===== src/hw/serial_slave_map.vh =====
// constants for the multi-lane serial host interface slave
`ifndef SERIAL_SLAVE_MAP_VH
`define SERIAL_SLAVE_MAP_VH

`define OPC_DUAL_IO_RD 8'hbb
`define OPC_QUAD_IO_RD 8'heb
`define OPC_WRITE_DEF 8'h02

`define MODE_CONST 2'b00
`define MODE_INC 2'b01
`define MODE_DEC 2'b10
`define MODE_HI 15
`define MODE_LO 14

`define LEN_EXT_BIT 7
`define LEN_ZERO7 7'h00

`define GRP_LAST_X1 3'h7
`define GRP_LAST_X2 3'h3
`define GRP_LAST_X4 3'h1

`define LANE_LAST 2'h3
`define RD_DW_STEP 14'h0001
`define WR_DW_STEP 12'h001
`define DUMMY_FILL 8'h00
`define BYTE_MASK 32'h000000ff

`define OE_X2 4'h3
`define OE_X4 4'hf
`define OE_OFF 4'h0

`endif


===== src/hw/serial_multi_io_slave.v =====
// serial host slave: dual/quad i/o register reads and multi-dword writes
`timescale 1ns/1ps
`include "serial_slave_map.vh"
module serial_multi_io_slave #(
  parameter [7:0] WRITE_OPCODE = `OPC_WRITE_DEF
) (
  // clock and reset
  input wire ref_clk,
  input wire rst_n,
  // serial link pins
  input wire serial_clk,
  input wire serial_select_n,
  input wire [3:0] serial_data_lines_in,
  output wire [3:0] serial_data_lines_out,
  output wire [3:0] serial_data_lines_oe,
  // configuration
  input wire quad_instruction_protocol,
  input wire compat_mode,
  input wire [7:0] rd_dummy_init,
  input wire [7:0] rd_dummy_intra,
  input wire [7:0] rd_dummy_inter,
  input wire [7:0] wr_dummy_init,
  input wire [7:0] wr_dummy_intra,
  input wire [7:0] wr_dummy_inter,
  // register read port
  output reg rd_req_ff,
  output reg [13:0] rd_dw_ff,
  input wire rd_ack,
  input wire [31:0] rd_data,
  // register write port
  output reg wr_strobe_ff,
  output reg [11:0] wr_addr_ff,
  output reg [31:0] wr_data_ff,
  output reg [3:0] wr_be_ff,
  // status
  output reg busy_ff,
  output reg cmd_reject_ff
);

  localparam [9:0] S_IDLE = 10'h001;
  localparam [9:0] S_OPC = 10'h002;
  localparam [9:0] S_ADDR = 10'h004;
  localparam [9:0] S_LEN1 = 10'h008;
  localparam [9:0] S_LEN2 = 10'h010;
  localparam [9:0] S_RDUM = 10'h020;
  localparam [9:0] S_ROUT = 10'h040;
  localparam [9:0] S_WDUM = 10'h080;
  localparam [9:0] S_WDAT = 10'h100;
  localparam [9:0] S_IGN = 10'h200;

  // link inputs cross into ref_clk here
  wire [5:0] sync_bus;
  wire sclk_s;
  wire sel_s;
  wire [3:0] lines_s;

  // select crosses inverted: the synchroniser's reset value must read as deselected
  sync_2ff #(.WIDTH(6)) u_sync (
    .ref_clk(ref_clk),
    .rst_n(rst_n),
    .async_in({serial_data_lines_in, ~serial_select_n, serial_clk}),
    .sync_out_ff(sync_bus)
  );

  assign sclk_s = sync_bus[0];
  assign sel_s = sync_bus[1];
  assign lines_s = sync_bus[5:2];

  reg sclk_d_ff;
  reg [9:0] state_ff;
  reg [7:0] in_sr_ff;
  reg [2:0] in_cnt_ff;
  reg addr_hi_done_ff;
  reg [15:0] addr_ff;
  reg is_quad_ff;
  reg is_wr_ff;
  reg [13:0] len_ff;
  reg [1:0] pad_ff;
  reg [7:0] dum_ff;
  reg [1:0] lane_ff;
  reg [31:0] rd_word_ff;
  reg [11:0] wr_dw_ff;
  reg [31:0] wr_word_ff;
  reg [3:0] wr_acc_be_ff;

  wire rise = sclk_s & ~sclk_d_ff;
  wire fall = ~sclk_s & sclk_d_ff;
  wire active = sel_s;

  // address, length and dummies of a read run wide; opcode and writes run x1
  wire wide = ~is_wr_ff & ((state_ff == S_ADDR) | (state_ff == S_LEN1) |
    (state_ff == S_LEN2) | (state_ff == S_RDUM));
  reg [2:0] grp_last;
  reg [7:0] nxt_in_sr;

  always @* begin
    if (!wide) begin
      grp_last = `GRP_LAST_X1;
      nxt_in_sr = {in_sr_ff[6:0], lines_s[0]};
    end else if (is_quad_ff) begin
      grp_last = `GRP_LAST_X4;
      nxt_in_sr = {in_sr_ff[3:0], lines_s[3:0]};
    end else begin
      grp_last = `GRP_LAST_X2;
      nxt_in_sr = {in_sr_ff[5:0], lines_s[1:0]};
    end
  end

  wire byte_done = rise & (in_cnt_ff == grp_last);
  wire [15:0] nxt_addr = {addr_ff[7:0], nxt_in_sr};

  // byte merged into the write dword at the current lane, lsb lane first
  wire [4:0] wr_sh = {lane_ff, 3'b000};
  wire [31:0] nxt_wr_word = (wr_word_ff & ~(`BYTE_MASK << wr_sh)) |
    ({24'h000000, nxt_in_sr} << wr_sh);
  wire [3:0] lane_bit = 4'h1 << lane_ff;

  // read output byte selection
  wire [4:0] rd_sh = {lane_ff, 3'b000};
  wire [31:0] rd_shifted = rd_word_ff >> rd_sh;
  wire have_byte = (pad_ff != 2'h0) | (len_ff != 14'h0000);
  wire more_after = (pad_ff != 2'h0) ? ((pad_ff != 2'h1) | (len_ff != 14'h0000)) :
    (len_ff != 14'h0001);
  wire shifter_empty;
  wire out_load = (state_ff == S_ROUT) & ((dum_ff != 8'h00) | have_byte);
  wire [7:0] out_byte = (dum_ff != 8'h00) ? `DUMMY_FILL : rd_shifted[7:0];

  lane_shifter u_shift (
    .ref_clk(ref_clk),
    .rst_n(rst_n),
    .fall(fall),
    .clr(~active),
    .quad(is_quad_ff),
    .load(out_load),
    .load_byte(out_byte),
    .empty(shifter_empty),
    .lanes_out_ff(serial_data_lines_out),
    .lanes_oe_ff(serial_data_lines_oe)
  );

  always @(posedge ref_clk or negedge rst_n) begin
    if (!rst_n) begin
      sclk_d_ff <= 1'b0;
      state_ff <= S_IDLE;
      in_sr_ff <= 8'h00;
      in_cnt_ff <= 3'h0;
      addr_hi_done_ff <= 1'b0;
      addr_ff <= 16'h0000;
      is_quad_ff <= 1'b0;
      is_wr_ff <= 1'b0;
      len_ff <= 14'h0000;
      pad_ff <= 2'h0;
      dum_ff <= 8'h00;
      lane_ff <= 2'h0;
      rd_word_ff <= 32'h00000000;
      wr_dw_ff <= 12'h000;
      wr_word_ff <= 32'h00000000;
      wr_acc_be_ff <= 4'h0;
      rd_req_ff <= 1'b0;
      rd_dw_ff <= 14'h0000;
      wr_strobe_ff <= 1'b0;
      wr_addr_ff <= 12'h000;
      wr_data_ff <= 32'h00000000;
      wr_be_ff <= 4'h0;
      busy_ff <= 1'b0;
      cmd_reject_ff <= 1'b0;
    end else begin
      sclk_d_ff <= sclk_s;
      busy_ff <= active;
      rd_req_ff <= 1'b0;
      wr_strobe_ff <= 1'b0;
      if (rd_ack) begin
        rd_word_ff <= rd_data;
      end
      if (!active) begin
        // partial dword is flushed at deselect unless compatibility mode
        if (is_wr_ff && (wr_acc_be_ff != 4'h0) && !compat_mode) begin
          wr_strobe_ff <= 1'b1;
          wr_addr_ff <= wr_dw_ff;
          wr_data_ff <= wr_word_ff;
          wr_be_ff <= wr_acc_be_ff;
        end
        wr_acc_be_ff <= 4'h0;
        is_wr_ff <= 1'b0;
        state_ff <= S_IDLE;
      end else if (state_ff == S_IDLE) begin
        in_cnt_ff <= 3'h0;
        addr_hi_done_ff <= 1'b0;
        dum_ff <= 8'h00;
        cmd_reject_ff <= 1'b0;
        state_ff <= S_OPC;
      end else begin
        if (rise && (state_ff != S_ROUT) && (state_ff != S_IGN)) begin
          in_sr_ff <= nxt_in_sr;
          in_cnt_ff <= byte_done ? 3'h0 : in_cnt_ff + 3'h1;
        end
        if (byte_done) begin
          case (state_ff)
            S_OPC: begin
              // i/o reads need single-lane protocol
              if (!quad_instruction_protocol && nxt_in_sr == `OPC_DUAL_IO_RD) begin
                is_quad_ff <= 1'b0;
                state_ff <= S_ADDR;
              end else if (!quad_instruction_protocol &&
                  nxt_in_sr == `OPC_QUAD_IO_RD) begin
                is_quad_ff <= 1'b1;
                state_ff <= S_ADDR;
              end else if (!quad_instruction_protocol && nxt_in_sr == WRITE_OPCODE) begin
                is_wr_ff <= 1'b1;
                state_ff <= S_ADDR;
              end else begin
                cmd_reject_ff <= 1'b1;
                state_ff <= S_IGN;
              end
            end
            S_ADDR: begin
              addr_ff <= nxt_addr;
              addr_hi_done_ff <= 1'b1;
              if (addr_hi_done_ff) begin
                if (is_wr_ff) begin
                  wr_dw_ff <= nxt_addr[13:2];
                  lane_ff <= nxt_addr[1:0];
                  dum_ff <= wr_dummy_init;
                  state_ff <= (wr_dummy_init == 8'h00) ? S_WDAT : S_WDUM;
                end else begin
                  // fetch early so the word is ready before output starts
                  rd_dw_ff <= nxt_addr[15:2];
                  rd_req_ff <= 1'b1;
                  lane_ff <= 2'h0;
                  pad_ff <= nxt_addr[1:0];
                  state_ff <= S_LEN1;
                end
              end
            end
            S_LEN1: begin
              if (nxt_in_sr[`LEN_EXT_BIT]) begin
                len_ff <= {nxt_in_sr[6:0], `LEN_ZERO7};
                state_ff <= S_LEN2;
              end else begin
                len_ff <= {`LEN_ZERO7, nxt_in_sr[6:0]};
                dum_ff <= rd_dummy_init;
                state_ff <= (rd_dummy_init == 8'h00) ? S_ROUT : S_RDUM;
              end
            end
            S_LEN2: begin
              len_ff <= {len_ff[13:7], nxt_in_sr[6:0]};
              dum_ff <= rd_dummy_init;
              state_ff <= (rd_dummy_init == 8'h00) ? S_ROUT : S_RDUM;
            end
            S_RDUM: begin
              // output begins on the next fall
              dum_ff <= dum_ff - 8'h01;
              if (dum_ff == 8'h01) begin
                state_ff <= S_ROUT;
              end
            end
            S_WDUM: begin
              dum_ff <= dum_ff - 8'h01;
              if (dum_ff == 8'h01) begin
                state_ff <= S_WDAT;
              end
            end
            S_WDAT: begin
              lane_ff <= lane_ff + 2'h1;
              if (lane_ff == `LANE_LAST) begin
                wr_strobe_ff <= 1'b1;
                wr_addr_ff <= wr_dw_ff;
                wr_data_ff <= nxt_wr_word;
                wr_be_ff <= wr_acc_be_ff | lane_bit;
                wr_acc_be_ff <= 4'h0;
                // reserved code 11 is treated as constant
                case (addr_ff[`MODE_HI:`MODE_LO])
                  `MODE_INC: wr_dw_ff <= wr_dw_ff + `WR_DW_STEP;
                  `MODE_DEC: wr_dw_ff <= wr_dw_ff - `WR_DW_STEP;
                  default: wr_dw_ff <= wr_dw_ff;
                endcase
                dum_ff <= wr_dummy_inter;
                if (wr_dummy_inter != 8'h00) begin
                  state_ff <= S_WDUM;
                end
              end else begin
                wr_word_ff <= nxt_wr_word;
                wr_acc_be_ff <= wr_acc_be_ff | lane_bit;
                dum_ff <= wr_dummy_intra;
                if (wr_dummy_intra != 8'h00) begin
                  state_ff <= S_WDUM;
                end
              end
            end
            default: state_ff <= state_ff;
          endcase
        end
        if (fall && shifter_empty && out_load) begin
          // each byte or dummy follows the previous one with no gap
          if (dum_ff != 8'h00) begin
            dum_ff <= dum_ff - 8'h01;
          end else begin
            lane_ff <= lane_ff + 2'h1;
            if (pad_ff != 2'h0) begin
              pad_ff <= pad_ff - 2'h1;
            end else begin
              len_ff <= len_ff - 14'h0001;
            end
            // nothing trails the last byte
            if (!more_after) begin
              dum_ff <= 8'h00;
            end else if (lane_ff == `LANE_LAST) begin
              dum_ff <= rd_dummy_inter;
              rd_dw_ff <= rd_dw_ff + `RD_DW_STEP;
              rd_req_ff <= 1'b1;
            end else begin
              dum_ff <= rd_dummy_intra;
            end
          end
        end
      end
    end
  end

endmodule // serial_multi_io_slave


===== src/hw/sync_2ff.v =====
// two-stage synchroniser for signals from outside the ref_clk domain
`timescale 1ns/1ps
module sync_2ff #(
  parameter WIDTH = 1
) (
  // clock and reset
  input wire ref_clk,
  input wire rst_n,
  // signals
  input wire [WIDTH-1:0] async_in,
  output reg [WIDTH-1:0] sync_out_ff
);

  reg [WIDTH-1:0] meta_ff;

  // first stage is read by the second stage only
  always @(posedge ref_clk or negedge rst_n) begin
    if (!rst_n) begin
      meta_ff <= {WIDTH{1'b0}};
      sync_out_ff <= {WIDTH{1'b0}};
    end else begin
      meta_ff <= async_in;
      sync_out_ff <= meta_ff;
    end
  end

endmodule // sync_2ff


===== src/hw/lane_shifter.v =====
// output byte shifter, two or four lanes, advanced on serial clock falls
`timescale 1ns/1ps
`include "serial_slave_map.vh"
module lane_shifter (
  // clock and reset
  input wire ref_clk,
  input wire rst_n,
  // control
  input wire fall,
  input wire clr,
  input wire quad,
  input wire load,
  input wire [7:0] load_byte,
  // status
  output wire empty,
  // pins
  output reg [3:0] lanes_out_ff,
  output reg [3:0] lanes_oe_ff
);

  reg [7:0] sr_ff;
  reg [1:0] grp_ff;

  assign empty = (grp_ff == 2'h0);

  always @(posedge ref_clk or negedge rst_n) begin
    if (!rst_n) begin
      sr_ff <= 8'h00;
      grp_ff <= 2'h0;
      lanes_out_ff <= 4'h0;
      lanes_oe_ff <= `OE_OFF;
    end else if (clr) begin
      grp_ff <= 2'h0;
      lanes_oe_ff <= `OE_OFF;
    end else if (fall) begin
      if (load && empty) begin
        // msb group of the byte goes out first
        if (quad) begin
          lanes_out_ff <= load_byte[7:4];
          sr_ff <= {load_byte[3:0], 4'h0};
          grp_ff <= 2'h1;
          lanes_oe_ff <= `OE_X4;
        end else begin
          lanes_out_ff <= {2'b00, load_byte[7:6]};
          sr_ff <= {load_byte[5:0], 2'b00};
          grp_ff <= 2'h3;
          lanes_oe_ff <= `OE_X2;
        end
      end else if (!empty) begin
        lanes_out_ff <= quad ? sr_ff[7:4] : {2'b00, sr_ff[7:6]};
        sr_ff <= quad ? {sr_ff[3:0], 4'h0} : {sr_ff[5:0], 2'b00};
        grp_ff <= grp_ff - 2'h1;
      end
    end
  end

endmodule // lane_shifter


===== config.mk =====
export PLATFORM = sky130hd
export DESIGN_NAME = serial_multi_io_slave
export DESIGN_NICKNAME = d
export VERILOG_FILES = /design/src/hw/serial_multi_io_slave.v /design/src/hw/sync_2ff.v /design/src/hw/lane_shifter.v
export VERILOG_INCLUDE_DIRS = /design/src /design/src/hw
export SDC_FILE = /design/constraint.sdc
export NUM_CORES = 1
export LEC_CHECK = 0
export BUFFER_PORTS_ARGS = -buffer_cell sky130_fd_sc_hd__buf_2
export CORE_ASPECT_RATIO = 0.5
export CORE_MARGIN = 1
export CORE_UTILIZATION = 56
export DETAILED_ROUTE_END_ITERATION = 16
export PLACE_DENSITY = 0.87
export SETUP_SLACK_MARGIN = 0.02
export SLEW_MARGIN = 25
export SYNTH_ARGS = -nofsm -noshare
export SYNTH_HDL_FRONTEND = slang
export SYNTH_HIERARCHICAL = 1
export SYNTH_SLANG_ARGS = --single-unit
export TNS_END_PERCENT = 50

===== constraint.sdc =====
create_clock -name ref_clk -period 3.6 [get_ports ref_clk]
set_input_delay 0.72 -clock ref_clk [delete_from_list [all_inputs] [get_ports ref_clk]]
set_output_delay 0.72 -clock ref_clk [all_outputs]
set_load 0.1 [all_outputs]

### After elaboration in Yosys (flattened, before gate mapping)

Cells that the tools add are included.

| storage, ports and cells | value |
|---|---|
| bits in registers | 242 |
| bits of input ports | 91 |
| output and inout port bits | 74 |
| logic and storage cells | 305 |

| cells by class | value |
|---|---|
| $add $sub $neg | 9 |
| equality and inequality tests | 50 |
| shifts and indexed selects | 4 |
| multiplexer cells | 143 |
| bitwise operators | 21 |
| reduce and logical (&&, ||, !) cells | 48 |

Operators with widths:

| cell | number |
|---|---|
| $mux W32 | 6 |
| $mux W14 | 13 |
| $mux W8 | 17 |
| $mux W10 | 12 |
| $mux W12 | 9 |
| $mux W4 | 19 |
| $pmux W10 S7 | 1 |
| $pmux W12 S2 | 2 |
| $pmux W8 S5 | 1 |
| $mux W2 | 18 |
| $mux W1 | 35 |
| $and A32 B32 Y32 | 1 |
| $not A32 Y32 | 1 |
| $or A32 B32 Y32 | 1 |
| $shl A8 B5 Y32 | 1 |
| $shl A8 B5 Y32 const A | 1 |
| $shr A32 B5 Y8 | 1 |
| $ne A2 B2 Y1 const B | 15 |
| $pmux W14 S2 | 1 |
| $reduce_bool A8 Y1 | 3 |
| $mux W9 | 2 |
| $reduce_and A6 Y1 | 3 |
| $eq A8 B8 Y1 const B | 2 |
| $logic_not A8 Y1 | 2 |
| 56 further kinds | 108 |

### Logic depth before layout (Yosys ltp)

Gate-level depths: netlist of run 1.

| depth | value |
|---|---|
| word-level depth | 15 |
| mapped depth | 11 |
| mapped depth without buffers | 10 |

### Hierarchy

Netlist of run 1, hierarchy kept.

Modules (own cells, without submodules):

| module | instances | cells an instance | area each (µm²) |
|---|---|---|---|
| serial_multi_io_slave | 1 | 1205 | 11402.2 |
| lane_shifter | 1 | 77 | 840.8 |
| sync_2ff | 1 | 12 | 300.3 |

### Worst setup path after synthesis of run 1

No wires, ideal clock.

| timing path | value |
|---|---|
| kind | register to register |
| start point | register dum_ff[5] |
| end point | register u_shift.lanes_out_ff[0] |
| arrival time | 2.710 ns |
| required time | 3.474 ns |
| path slack | 0.764 ns |
| cell stages (with the launch flop) | 11 |
| path buffers | 3 |
| clock period less this slack | 2.836 ns |
| cells stage by stage | dfrtp_1 -> or4_1 -> nor3_1 -> and2_1 -> clkbuf_1 -> clkbuf_1 -> a21oi_1 -> and2_4 -> buf_6 -> mux4_2 -> mux2_4 |

| between the ends | value |
|---|---|
| word-level cells in the longest chain between the ends | 6 |
| elaborated cells between the ends (all ways) | 9 |
| classes of those cells | 1 x eq/ne; 3 x mux; 2 x bitwise; 3 x reduce/logical |

Ends and longest elaborated chain:

| item | line | source |
|---|---|---|
| start: declaration | serial_multi_io_slave.v:79 | `reg [7:0] dum_ff;` |
| start signal: assignment | serial_multi_io_slave.v:223 | `dum_ff <= wr_dummy_init;` |
| start signal: assignment | serial_multi_io_slave.v:241 | `dum_ff <= rd_dummy_init;` |
| start signal: assignment | serial_multi_io_slave.v:247 | `dum_ff <= rd_dummy_init;` |
| $reduce_bool A8 Y1 (*) | serial_multi_io_slave.v:125 | `wire out_load = (state_ff == S_ROUT) & ((dum_ff != 8'h00) \| have_byte);` |
| $or A1 B1 Y1 (*) | serial_multi_io_slave.v:125 |  |
| $and A1 B1 Y1 (*) | serial_multi_io_slave.v:125 |  |
| net out_load | serial_multi_io_slave.v:125 |  |
| $logic_and A1 B1 Y1 (*) | lane_shifter.v:36 | `if (load && empty) begin` |
| $ne A2 B1 Y1 (no line) | - |  |
| $reduce_and A3 Y1 (no line) | - |  |
| end signal: assignment | lane_shifter.v:39 | `lanes_out_ff <= load_byte[7:4];` |
| end signal: assignment | lane_shifter.v:44 | `lanes_out_ff <= {2'b00, load_byte[7:6]};` |
| end signal: assignment | lane_shifter.v:50 | `lanes_out_ff <= quad ? sr_ff[7:4] : {2'b00, sr_ff[7:6]};` |
| end: declaration | lane_shifter.v:17 | `output reg [3:0] lanes_out_ff,` |

The timed path passes the listed nets; every way through them passes the cells marked *.
A chain may end at the register's enable or synchronous reset.

### Worst setup path in the final report of run 1

| timing path | value |
|---|---|
| start point | register state_ff[9] |
| end point | register is_quad_ff |

| between the ends | value |
|---|---|
| word-level cells in the longest chain between the ends | 10 |
| elaborated cells between the ends (all ways) | 22 |
| classes of those cells | 9 x eq/ne; 3 x mux; 6 x bitwise; 4 x reduce/logical |

Ends and longest elaborated chain:

| item | line | source |
|---|---|---|
| start: declaration | serial_multi_io_slave.v:70 | `reg [9:0] state_ff;` |
| start signal: assignment | serial_multi_io_slave.v:224 | `state_ff <= (wr_dummy_init == 8'h00) ? S_WDAT : S_WDUM;` |
| start signal: assignment | serial_multi_io_slave.v:242 | `state_ff <= (rd_dummy_init == 8'h00) ? S_ROUT : S_RDUM;` |
| start signal: assignment | serial_multi_io_slave.v:248 | `state_ff <= (rd_dummy_init == 8'h00) ? S_ROUT : S_RDUM;` |
| $eq A10 B3 Y1 or $eq A10 B4 Y1 (tied branches) | serial_multi_io_slave.v:91 | `wire wide = ~is_wr_ff & ((state_ff == S_ADDR) \| (state_ff == S_LEN1) \|` |
| $or A1 B1 Y1 (2 in a row) | serial_multi_io_slave.v:91 |  |
| $or A1 B1 Y1 | serial_multi_io_slave.v:92 | `(state_ff == S_LEN2) \| (state_ff == S_RDUM));` |
| $and A1 B1 Y1 | serial_multi_io_slave.v:91 |  |
| $mux W8 | serial_multi_io_slave.v:97 | `if (!wide) begin` |
| $eq A8 B8 Y1 (no line) | - |  |
| $logic_and A1 B1 Y1 (no line) | - |  |
| $reduce_bool A2 Y1 (no line) | - |  |
| $reduce_and A5 Y1 (no line) | - |  |
| end signal: assignment | serial_multi_io_slave.v:149 | `is_quad_ff <= 1'b0;` |
| end signal: assignment | serial_multi_io_slave.v:202 | `is_quad_ff <= 1'b0;` |
| end signal: assignment | serial_multi_io_slave.v:206 | `is_quad_ff <= 1'b1;` |
| end: declaration | serial_multi_io_slave.v:75 | `reg is_quad_ff;` |

Parallel ways exist; a longest one is shown, timed or not.

==> impl_metrics.env, run 1 <==
export IMPL_status="finished clean"
export IMPL_rows=38
export IMPL_fill_cells=1652
export IMPL_clockRootBuffer="clkbuf_16"
export IMPL_critPathSlowestCell="nor4_4"
export IMPL_dp_hpwl_mm=25.01
export IMPL_grt_total_usage=0.3090
export IMPL_tightest_slew_ns=0.9670
export IMPL_die_area_um2=23040
export IMPL_worst_path_buf_inv=1
export IMPL_clk_pin_slew_ns=0.07
export IMPL_final_setup_worst_slack_ns=0.2763
export IMPL_clock_latency_ns=0.53
export IMPL_power_leakage_nw=6.448
export IMPL_synth_edf_count=0
export IMPL_dr_total_vias=11200
export IMPL_ys_types=82
export IMPL_gp_congestion=0.9751
export IMPL_max_stage_delay_ns=0.53
export IMPL_drt_iter0_markers=1142
export IMPL_period_minus_slack_ns=3.324
export IMPL_first_global_vias=10710
export IMPL_avgSynthCellArea_um2=9.693
export IMPL_gr_total_overflow=0
export IMPL_crit_chain="nor4_4 -> and4_1 -> o21a_1 -> buf_4 -> mux2_1 -> nand3_1 -> o41ai_1 -> a2bb2oi_1"
export IMPL_critPathLaunchType="register"
export IMPL_layout_worst_path_cycle_share=0.9232
export IMPL_skew_ns=0.02925
export IMPL_synthArstFlopShare=1.000
export IMPL_post_cts_buffers=0
export IMPL_path_delay_family="simple AND/OR/NAND/NOR gates"
export IMPL_cts_tree="done"
export IMPL_worstSetupEndpointType="register"
export IMPL_critPathKind="register to register"
export IMPL_htreeDepth=1
export IMPL_drc=0
export IMPL_timing_hold_ws_ns=0.1879
export IMPL_drv_slew=0
export IMPL_ys_warn_count=6
export IMPL_antenna_found_initial=0
export IMPL_fin_setup_tns_ns=0
export IMPL_finalSetupViolCount=0
export IMPL_worstPathMaxFanout=9
export IMPL_wirelength_mm=34.83
export IMPL_hold_violations=0
export IMPL_synth_seq_cells=232
export IMPL_antenna_cells=0
export IMPL_dpl_cell_area_um2=13790
export IMPL_cts_buffers=21
export IMPL_portBuffers=164
export IMPL_power_density_nw_per_um2=463.8
export IMPL_nNetsFinal=1564
export IMPL_ant_nets=0
export IMPL_relSlewSlack=0.3504
export IMPL_yosysSeqAreaShare=0.4629
export IMPL_fin_area_um2=14480
export IMPL_ioPinCount=165
export IMPL_core_area_um2=21820
export IMPL_firstDrtPassIters=6
export IMPL_wl_per_cell_um=19.77
export IMPL_routed_via_density=6.354
export IMPL_rsz0062_at_grt="no"
export IMPL_seqCellArea_um2=5807
export IMPL_crit_required_ns=3.98
export IMPL_syn_nets=1408
export IMPL_syn_to_final_growth_pct=15.47
export IMPL_final_util=0.6637
export IMPL_max_cap_violations=0
export IMPL_clock_fmax_mhz=300.9
export IMPL_die_w_um=213.7
export IMPL_synthCells=1294
export IMPL_initial_utilization=0.5748
export IMPL_synth_cell_area_um2=12540
export IMPL_crit_arrival_ns=3.71
export IMPL_ys_flop_type="dfrtp_1"
export IMPL_die_h_um=107.8
export IMPL_vdd_ir_drop_max_mv=0.2901
export IMPL_cts_max_path_buffers=3
export IMPL_drive_gt1_frac=0.2326
export IMPL_grt_pass1_wl_mm=55.79
export IMPL_pre_cts_ws_ns=0.1146
export IMPL_grt_max_degree=92
export IMPL_multiInputGateArea_um2=6304
export IMPL_hp_class="input port to async pin"
export IMPL_numClockSinks=232
## cell usage in the layout, fill, tap and decap left out, types with 6 or more instances in the layout
| master | instances |
|---|---|
| dfrtp_1 | 231 |
| buf_2 | 163 |
| nand2_1 | 156 |
| o21ai_0 | 154 |
| nor2_1 | 71 |
| a21oi_1 | 68 |
| mux2_2 | 61 |
| nor3_1 | 41 |
| buf_4 | 41 |
| nand3_1 | 37 |
| a22oi_1 | 37 |
| mux2i_1 | 35 |
| inv_1 | 27 |
| ha_1 | 22 |
| clkbuf_16 | 21 |
| nor4_1 | 19 |
| and3_1 | 19 |
| a211oi_1 | 18 |
| xnor2_1 | 15 |
| mux4_2 | 12 |
| nand4_1 | 12 |
| o21bai_1 | 11 |
| or3_1 | 10 |
| nor3b_1 | 10 |
| a21o_1 | 10 |
| nand2b_1 | 8 |
| nor2b_1 | 7 |
| o31ai_1 | 7 |
| o22ai_1 | 7 |
| and4_1 | 6 |
| a21boi_0 | 6 |
| a31oi_1 | 6 |
## area by class of cell
cell class | count | area share
well taps | 300 | 0.02592
inverters | 28 | 0.007256
multi-input cells | 959 | 0.4352
clock inverters | 10 | 0.009243
flip-flops and latches | 232 | 0.4009
clock buffers | 25 | 0.03870
repair buffers | 208 | 0.08276
## where the power goes
group          switching, W  internal (W)
clock               0.00101       0.00133
combinational      0.000902      0.000527
sequential         0.000193       0.00276
total               0.00211       0.00461
## state kept, by name (all words and copies together), names as in the netlist, 3 cells and up
name and count:
rd_word_ff 32, wr_data_ff 32, wr_word_ff 32, len_ff 14
rd_dw_ff 14, wr_addr_ff 12, wr_dw_ff 12, addr_ff 10
state_ff 10, dum_ff 8, in_sr_ff 7, u_shift/sr_ff 6
u_sync/meta_ff 6, u_sync/sync_out_ff 6, u_shift/lanes_out_ff 4, wr_acc_be_ff 4
wr_be_ff 4, in_cnt_ff 3
## what timing repair did
action / CTS / global route
resized for setup: 0 / 2
hold buffers: 0 / 0
endpoints found under the setup margin: 0 / 9
endpoints found under the hold margin: 0 / 0
## path summary, 6_finish.rpt
check / startpoint / to / slack, ns / depth (start not counted)
min in group ref_clk: serial_data_lines_in[0] / u_sync/meta_ff[2] / 0.30 / 1
min: rst_n / wr_addr_ff[5] / 0.19 / 1
min reg2reg: u_sync/meta_ff[5] / u_sync/sync_out_ff[5] / 0.33 / 0
max in group asynchronous: rst_n / state_ff[0] / 2.55 / 2
max reg2reg: state_ff[9] / is_quad_ff / 0.28 / 8
max: state_ff[9] / is_quad_ff / 0.28 / 8
## metrics by stage
step / std cells / power (W)
floorplan: 1294 / 0.003795
global placement: 1727 / 0.004336
detailed placement: 1727 / 0.004382
CTS: 1762 / 0.006704
global route: 1762 / 0.006965
finish: 1762 / 0.006717
## synth_stat cells (5+ instances only)
| cell | instances | area (µm²) |
|---|---|---|
| o31ai_1 | 7 | 52.55 |
| inv_1 | 27 | 101.4 |
| nand2_1 | 156 | 585.6 |
| and3_1 | 19 | 118.9 |
| o21bai_1 | 11 | 82.58 |
| and4_1 | 6 | 52.55 |
| nand2b_1 | 8 | 50.05 |
| o22ai_1 | 7 | 43.79 |
| a32oi_1 | 5 | 43.79 |
| a21o_1 | 10 | 75.07 |
| a31oi_1 | 6 | 37.54 |
| clkbuf_1 | 38 | 142.6 |
| dfrtp_1 | 231 | 5781 |
| ha_1 | 22 | 275.3 |
| mux2i_1 | 35 | 350.3 |
| nand3b_1 | 5 | 37.54 |
| nor2b_1 | 7 | 43.79 |
| nor2_1 | 72 | 270.3 |
| mux4_2 | 12 | 270.3 |
| xnor2_1 | 15 | 131.4 |
| o21ai_0 | 155 | 775.7 |
| nand3_1 | 37 | 185.2 |
| a211oi_1 | 18 | 135.1 |
| o211ai_1 | 5 | 37.54 |
| nor3b_1 | 10 | 75.07 |
| mux2_2 | 61 | 686.9 |
| a22oi_1 | 37 | 277.8 |
| xor2_1 | 5 | 43.79 |
| nor3_1 | 41 | 205.2 |
| or3_1 | 10 | 62.56 |
| buf_2 | 24 | 120.1 |
| a21boi_0 | 6 | 45.04 |
| nand4_1 | 12 | 75.07 |
| a21oi_1 | 69 | 345.3 |
| nor4_1 | 20 | 125.1 |
| buf_1 | 7 | 26.28 |
## layer usage
metal	vias to the layer above	routed length [µm]	track usage
met2	568	16020	0.4898
met5	-	0	0
met3	86	3333	0.06622
li1	5070	-	-
met1	5472	14490	0.4287
met4	0	992	0.08878
## kinds of logic (layout without fill, tap and decap cells)
kind of cell	count (synthesis)	after routing	synth area share
xor+xnor	20	20	0.01397
flops	232	232	0.4629
fa+ha+maj	23	23	0.02354
simple gates	425	425	0.1668
mux	113	113	0.1096
compound gates	378	378	0.1875
buf+inv	103	271	0.03561
(Power assumes the default switching activity.)
==> run 2, diff against run 1 <==
CORE_UTILIZATION = 59   (was 56)
PLACE_DENSITY = 0.9   (was 0.87)
==> run 2 against run 1 <==
Net effect:
- sequential cell count did not move
- global-route usage rose by 1.5 points
- hold slack got worse by 0.028 ns
- clock skew rose by 0.0044 ns
- critical path depth did not move
- clock power barely moved
- combinational power barely moved
- clock-buffer cell count rose by 7
- via count barely moved
- cell area fell by 0.29%
- wire length fell by 0.12%
- setup slack got worse by 0.041 ns
- largest cell class unchanged
- largest power group unchanged
- highest routed layer unchanged
==> impl_metrics.env, run 2 (synthesis gave the netlist of run 1 again) <==
export IMPL_grt_pass1_wl_mm=56.57
export IMPL_busiest_layer="met2"
export IMPL_max_cap_violations=0
export IMPL_met3_usage=0.08566
export IMPL_relSlewSlack=0.3353
export IMPL_instances_no_fill=1738
export IMPL_total_power_w=0.006730
export IMPL_htreeDepth=1
export IMPL_gp_congestion=0.9603
export IMPL_worstReg2RegStart="state_ff[9]"
export IMPL_clk_pin_slew_ns=0.07
export IMPL_drc=0
export IMPL_regToRegEndpoint="state_ff[9]"
export IMPL_critPathLaunchType="register"
export IMPL_rsz0062_at_grt="no"
export IMPL_layout_worst_path_cycle_share=0.9345
export IMPL_grt_total_usage=0.3238
export IMPL_r2r_setup_slack_ns=0.24
export IMPL_wl_per_cell_um=20.02
export IMPL_routed_via_density=6.443
export IMPL_place_inst=1698
export IMPL_firstDrtPassIters=5
export IMPL_worstSetupEndpointType="register"
export IMPL_max_stage_delay_ns=0.52
export IMPL_wirelength_mm=34.79
export IMPL_first_global_vias=10920
export IMPL_nNetsFinal=1563
export IMPL_clockRootBuffer="clkbuf_16"
export IMPL_antenna_cells=0
export IMPL_mostFrequentLayoutCells="dfrtp_1 (231), buf_2 (163), nand2_1 (156)"
export IMPL_status="finished clean"
export IMPL_die_w_um=208.2
export IMPL_cts_max_path_buffers=3
export IMPL_die_h_um=105.1
export IMPL_hp_class="input port to async pin"
export IMPL_clock_fmax_mhz=297.2
export IMPL_top_regs="rd_word_ff (32), wr_data_ff (32), wr_word_ff (32)"
export IMPL_numClockSinks=232
export IMPL_pre_cts_ws_ns=0.3956
export IMPL_post_cts_buffers=0
export IMPL_use_met1=0.4514
export IMPL_period_minus_slack_ns=3.364
export IMPL_power_density_nw_per_um2=466.0
export IMPL_rows=37
export IMPL_core_area_um2=20690
export IMPL_final_common_cell="dfrtp_1"
export IMPL_skew_ns=0.03367
export IMPL_rr_worst_depth=8
export IMPL_crit_arrival_ns=3.73
export IMPL_grt_util_met2=0.5026
export IMPL_final_setup_worst_slack_ns=0.2357
export IMPL_ant_nets=0
export IMPL_gr_total_overflow=0
export IMPL_grt_max_degree=80
export IMPL_power_leakage_nw=6.442
export IMPL_initial_utilization=0.6061
export IMPL_antenna_found_initial=0
export IMPL_finalSetupViolCount=0
export IMPL_hold_violations=0
export IMPL_ioPinCount=165
export IMPL_drt_iter0_markers=1201
export IMPL_fin_setup_tns_ns=0
export IMPL_cts_tree="done"
export IMPL_cts_hold_buf=0
export IMPL_cts_buffers=22
export IMPL_clock_latency_ns=0.55
export IMPL_syn_to_final_growth_pct=15.13
export IMPL_crit_chain="nor4_4 -> and4_1 -> o21a_1 -> buf_4 -> mux2_1 -> nand3_1 -> o21ai_0 -> a21oi_1"
export IMPL_post_cts_resized=0
export IMPL_tightest_slew_ns=0.9895
export IMPL_drive_gt1_frac=0.2321
export IMPL_portBuffers=164
export IMPL_dp_hpwl_mm=24.75
export IMPL_critPathKind="register to register"
export IMPL_final_util=0.6979
export IMPL_critPathSlowestCell="mux2_1"
export IMPL_fill_cells=1505
export IMPL_vdd_ir_drop_max_mv=0.3822
export IMPL_dr_total_vias=11200
export IMPL_crit_required_ns=3.97
export IMPL_die_area_um2=21880
export IMPL_drv_slew=0
export IMPL_worstPathMaxFanout=9
-- run 2: metrics by stage --
stage / area (µm²) / hold WS [ns]
floorplan: 12540 / 0.3312
global placement: 13710 / 0.3331
detailed placement: 13710 / 0.3356
CTS: 14440 / 0.1870
global route: 14440 / 0.2122
finish: 14440 / 0.1602
-- run 2: critical path: cells and delay by family, from the launching register on --
kind | cells | cell delay [ns]
simple gates | 3 | 1.09
compound gates | 3 | 0.94
mux | 1 | 0.52
flops | 1 | 0.45
buf+inv | 1 | 0.21
-- run 2: routing by layer --
metal / routed length (µm) / vias up
li1: - / 5063
met1: 14640 / 5425
met2: 15510 / 612
met3: 3731 / 98
met4: 911 / 0
met5: 0 / -
-- run 2: layout make-up --
class,instances,area (µm²),share of cell area
Tap cell,273,341.6,0.02365
Clock inverter,8,73.82,0.005112
Sequential cell,232,5807,0.4021
Timing Repair Buffer,206,1159,0.08023
Clock buffer,32,658.1,0.04557
Inverter,28,105.1,0.007278
Multi-Input combinational cell,959,6297,0.4361
-- run 2: report_power, final --
| part | switching (W) | total, W | internal [W] | leakage [nW] |
|---|---|---|---|---|
| clock network | 0.00106 | 0.00235 | 0.00129 | 0.351 |
| logic | 0.000908 | 0.00143 | 0.000521 | 3.18 |
| registers | 0.000200 | 0.00296 | 0.00276 | 2.91 |
-- run 2: worst max path at each step --
stage                           start                 endpoint  slack, ns  cells after the start
after floorplan             dum_ff[5]  u_shift/lanes_out_ff[0]       0.76                     10
final                     state_ff[9]              state_ff[9]       0.24                      8
after CTS                 state_ff[9]              state_ff[9]       0.37                      8
after detailed placement  state_ff[9]              state_ff[9]       0.40                      8
after global placement    state_ff[9]              state_ff[9]       0.47                      8
after global routing      state_ff[9]              state_ff[9]       0.11                      8
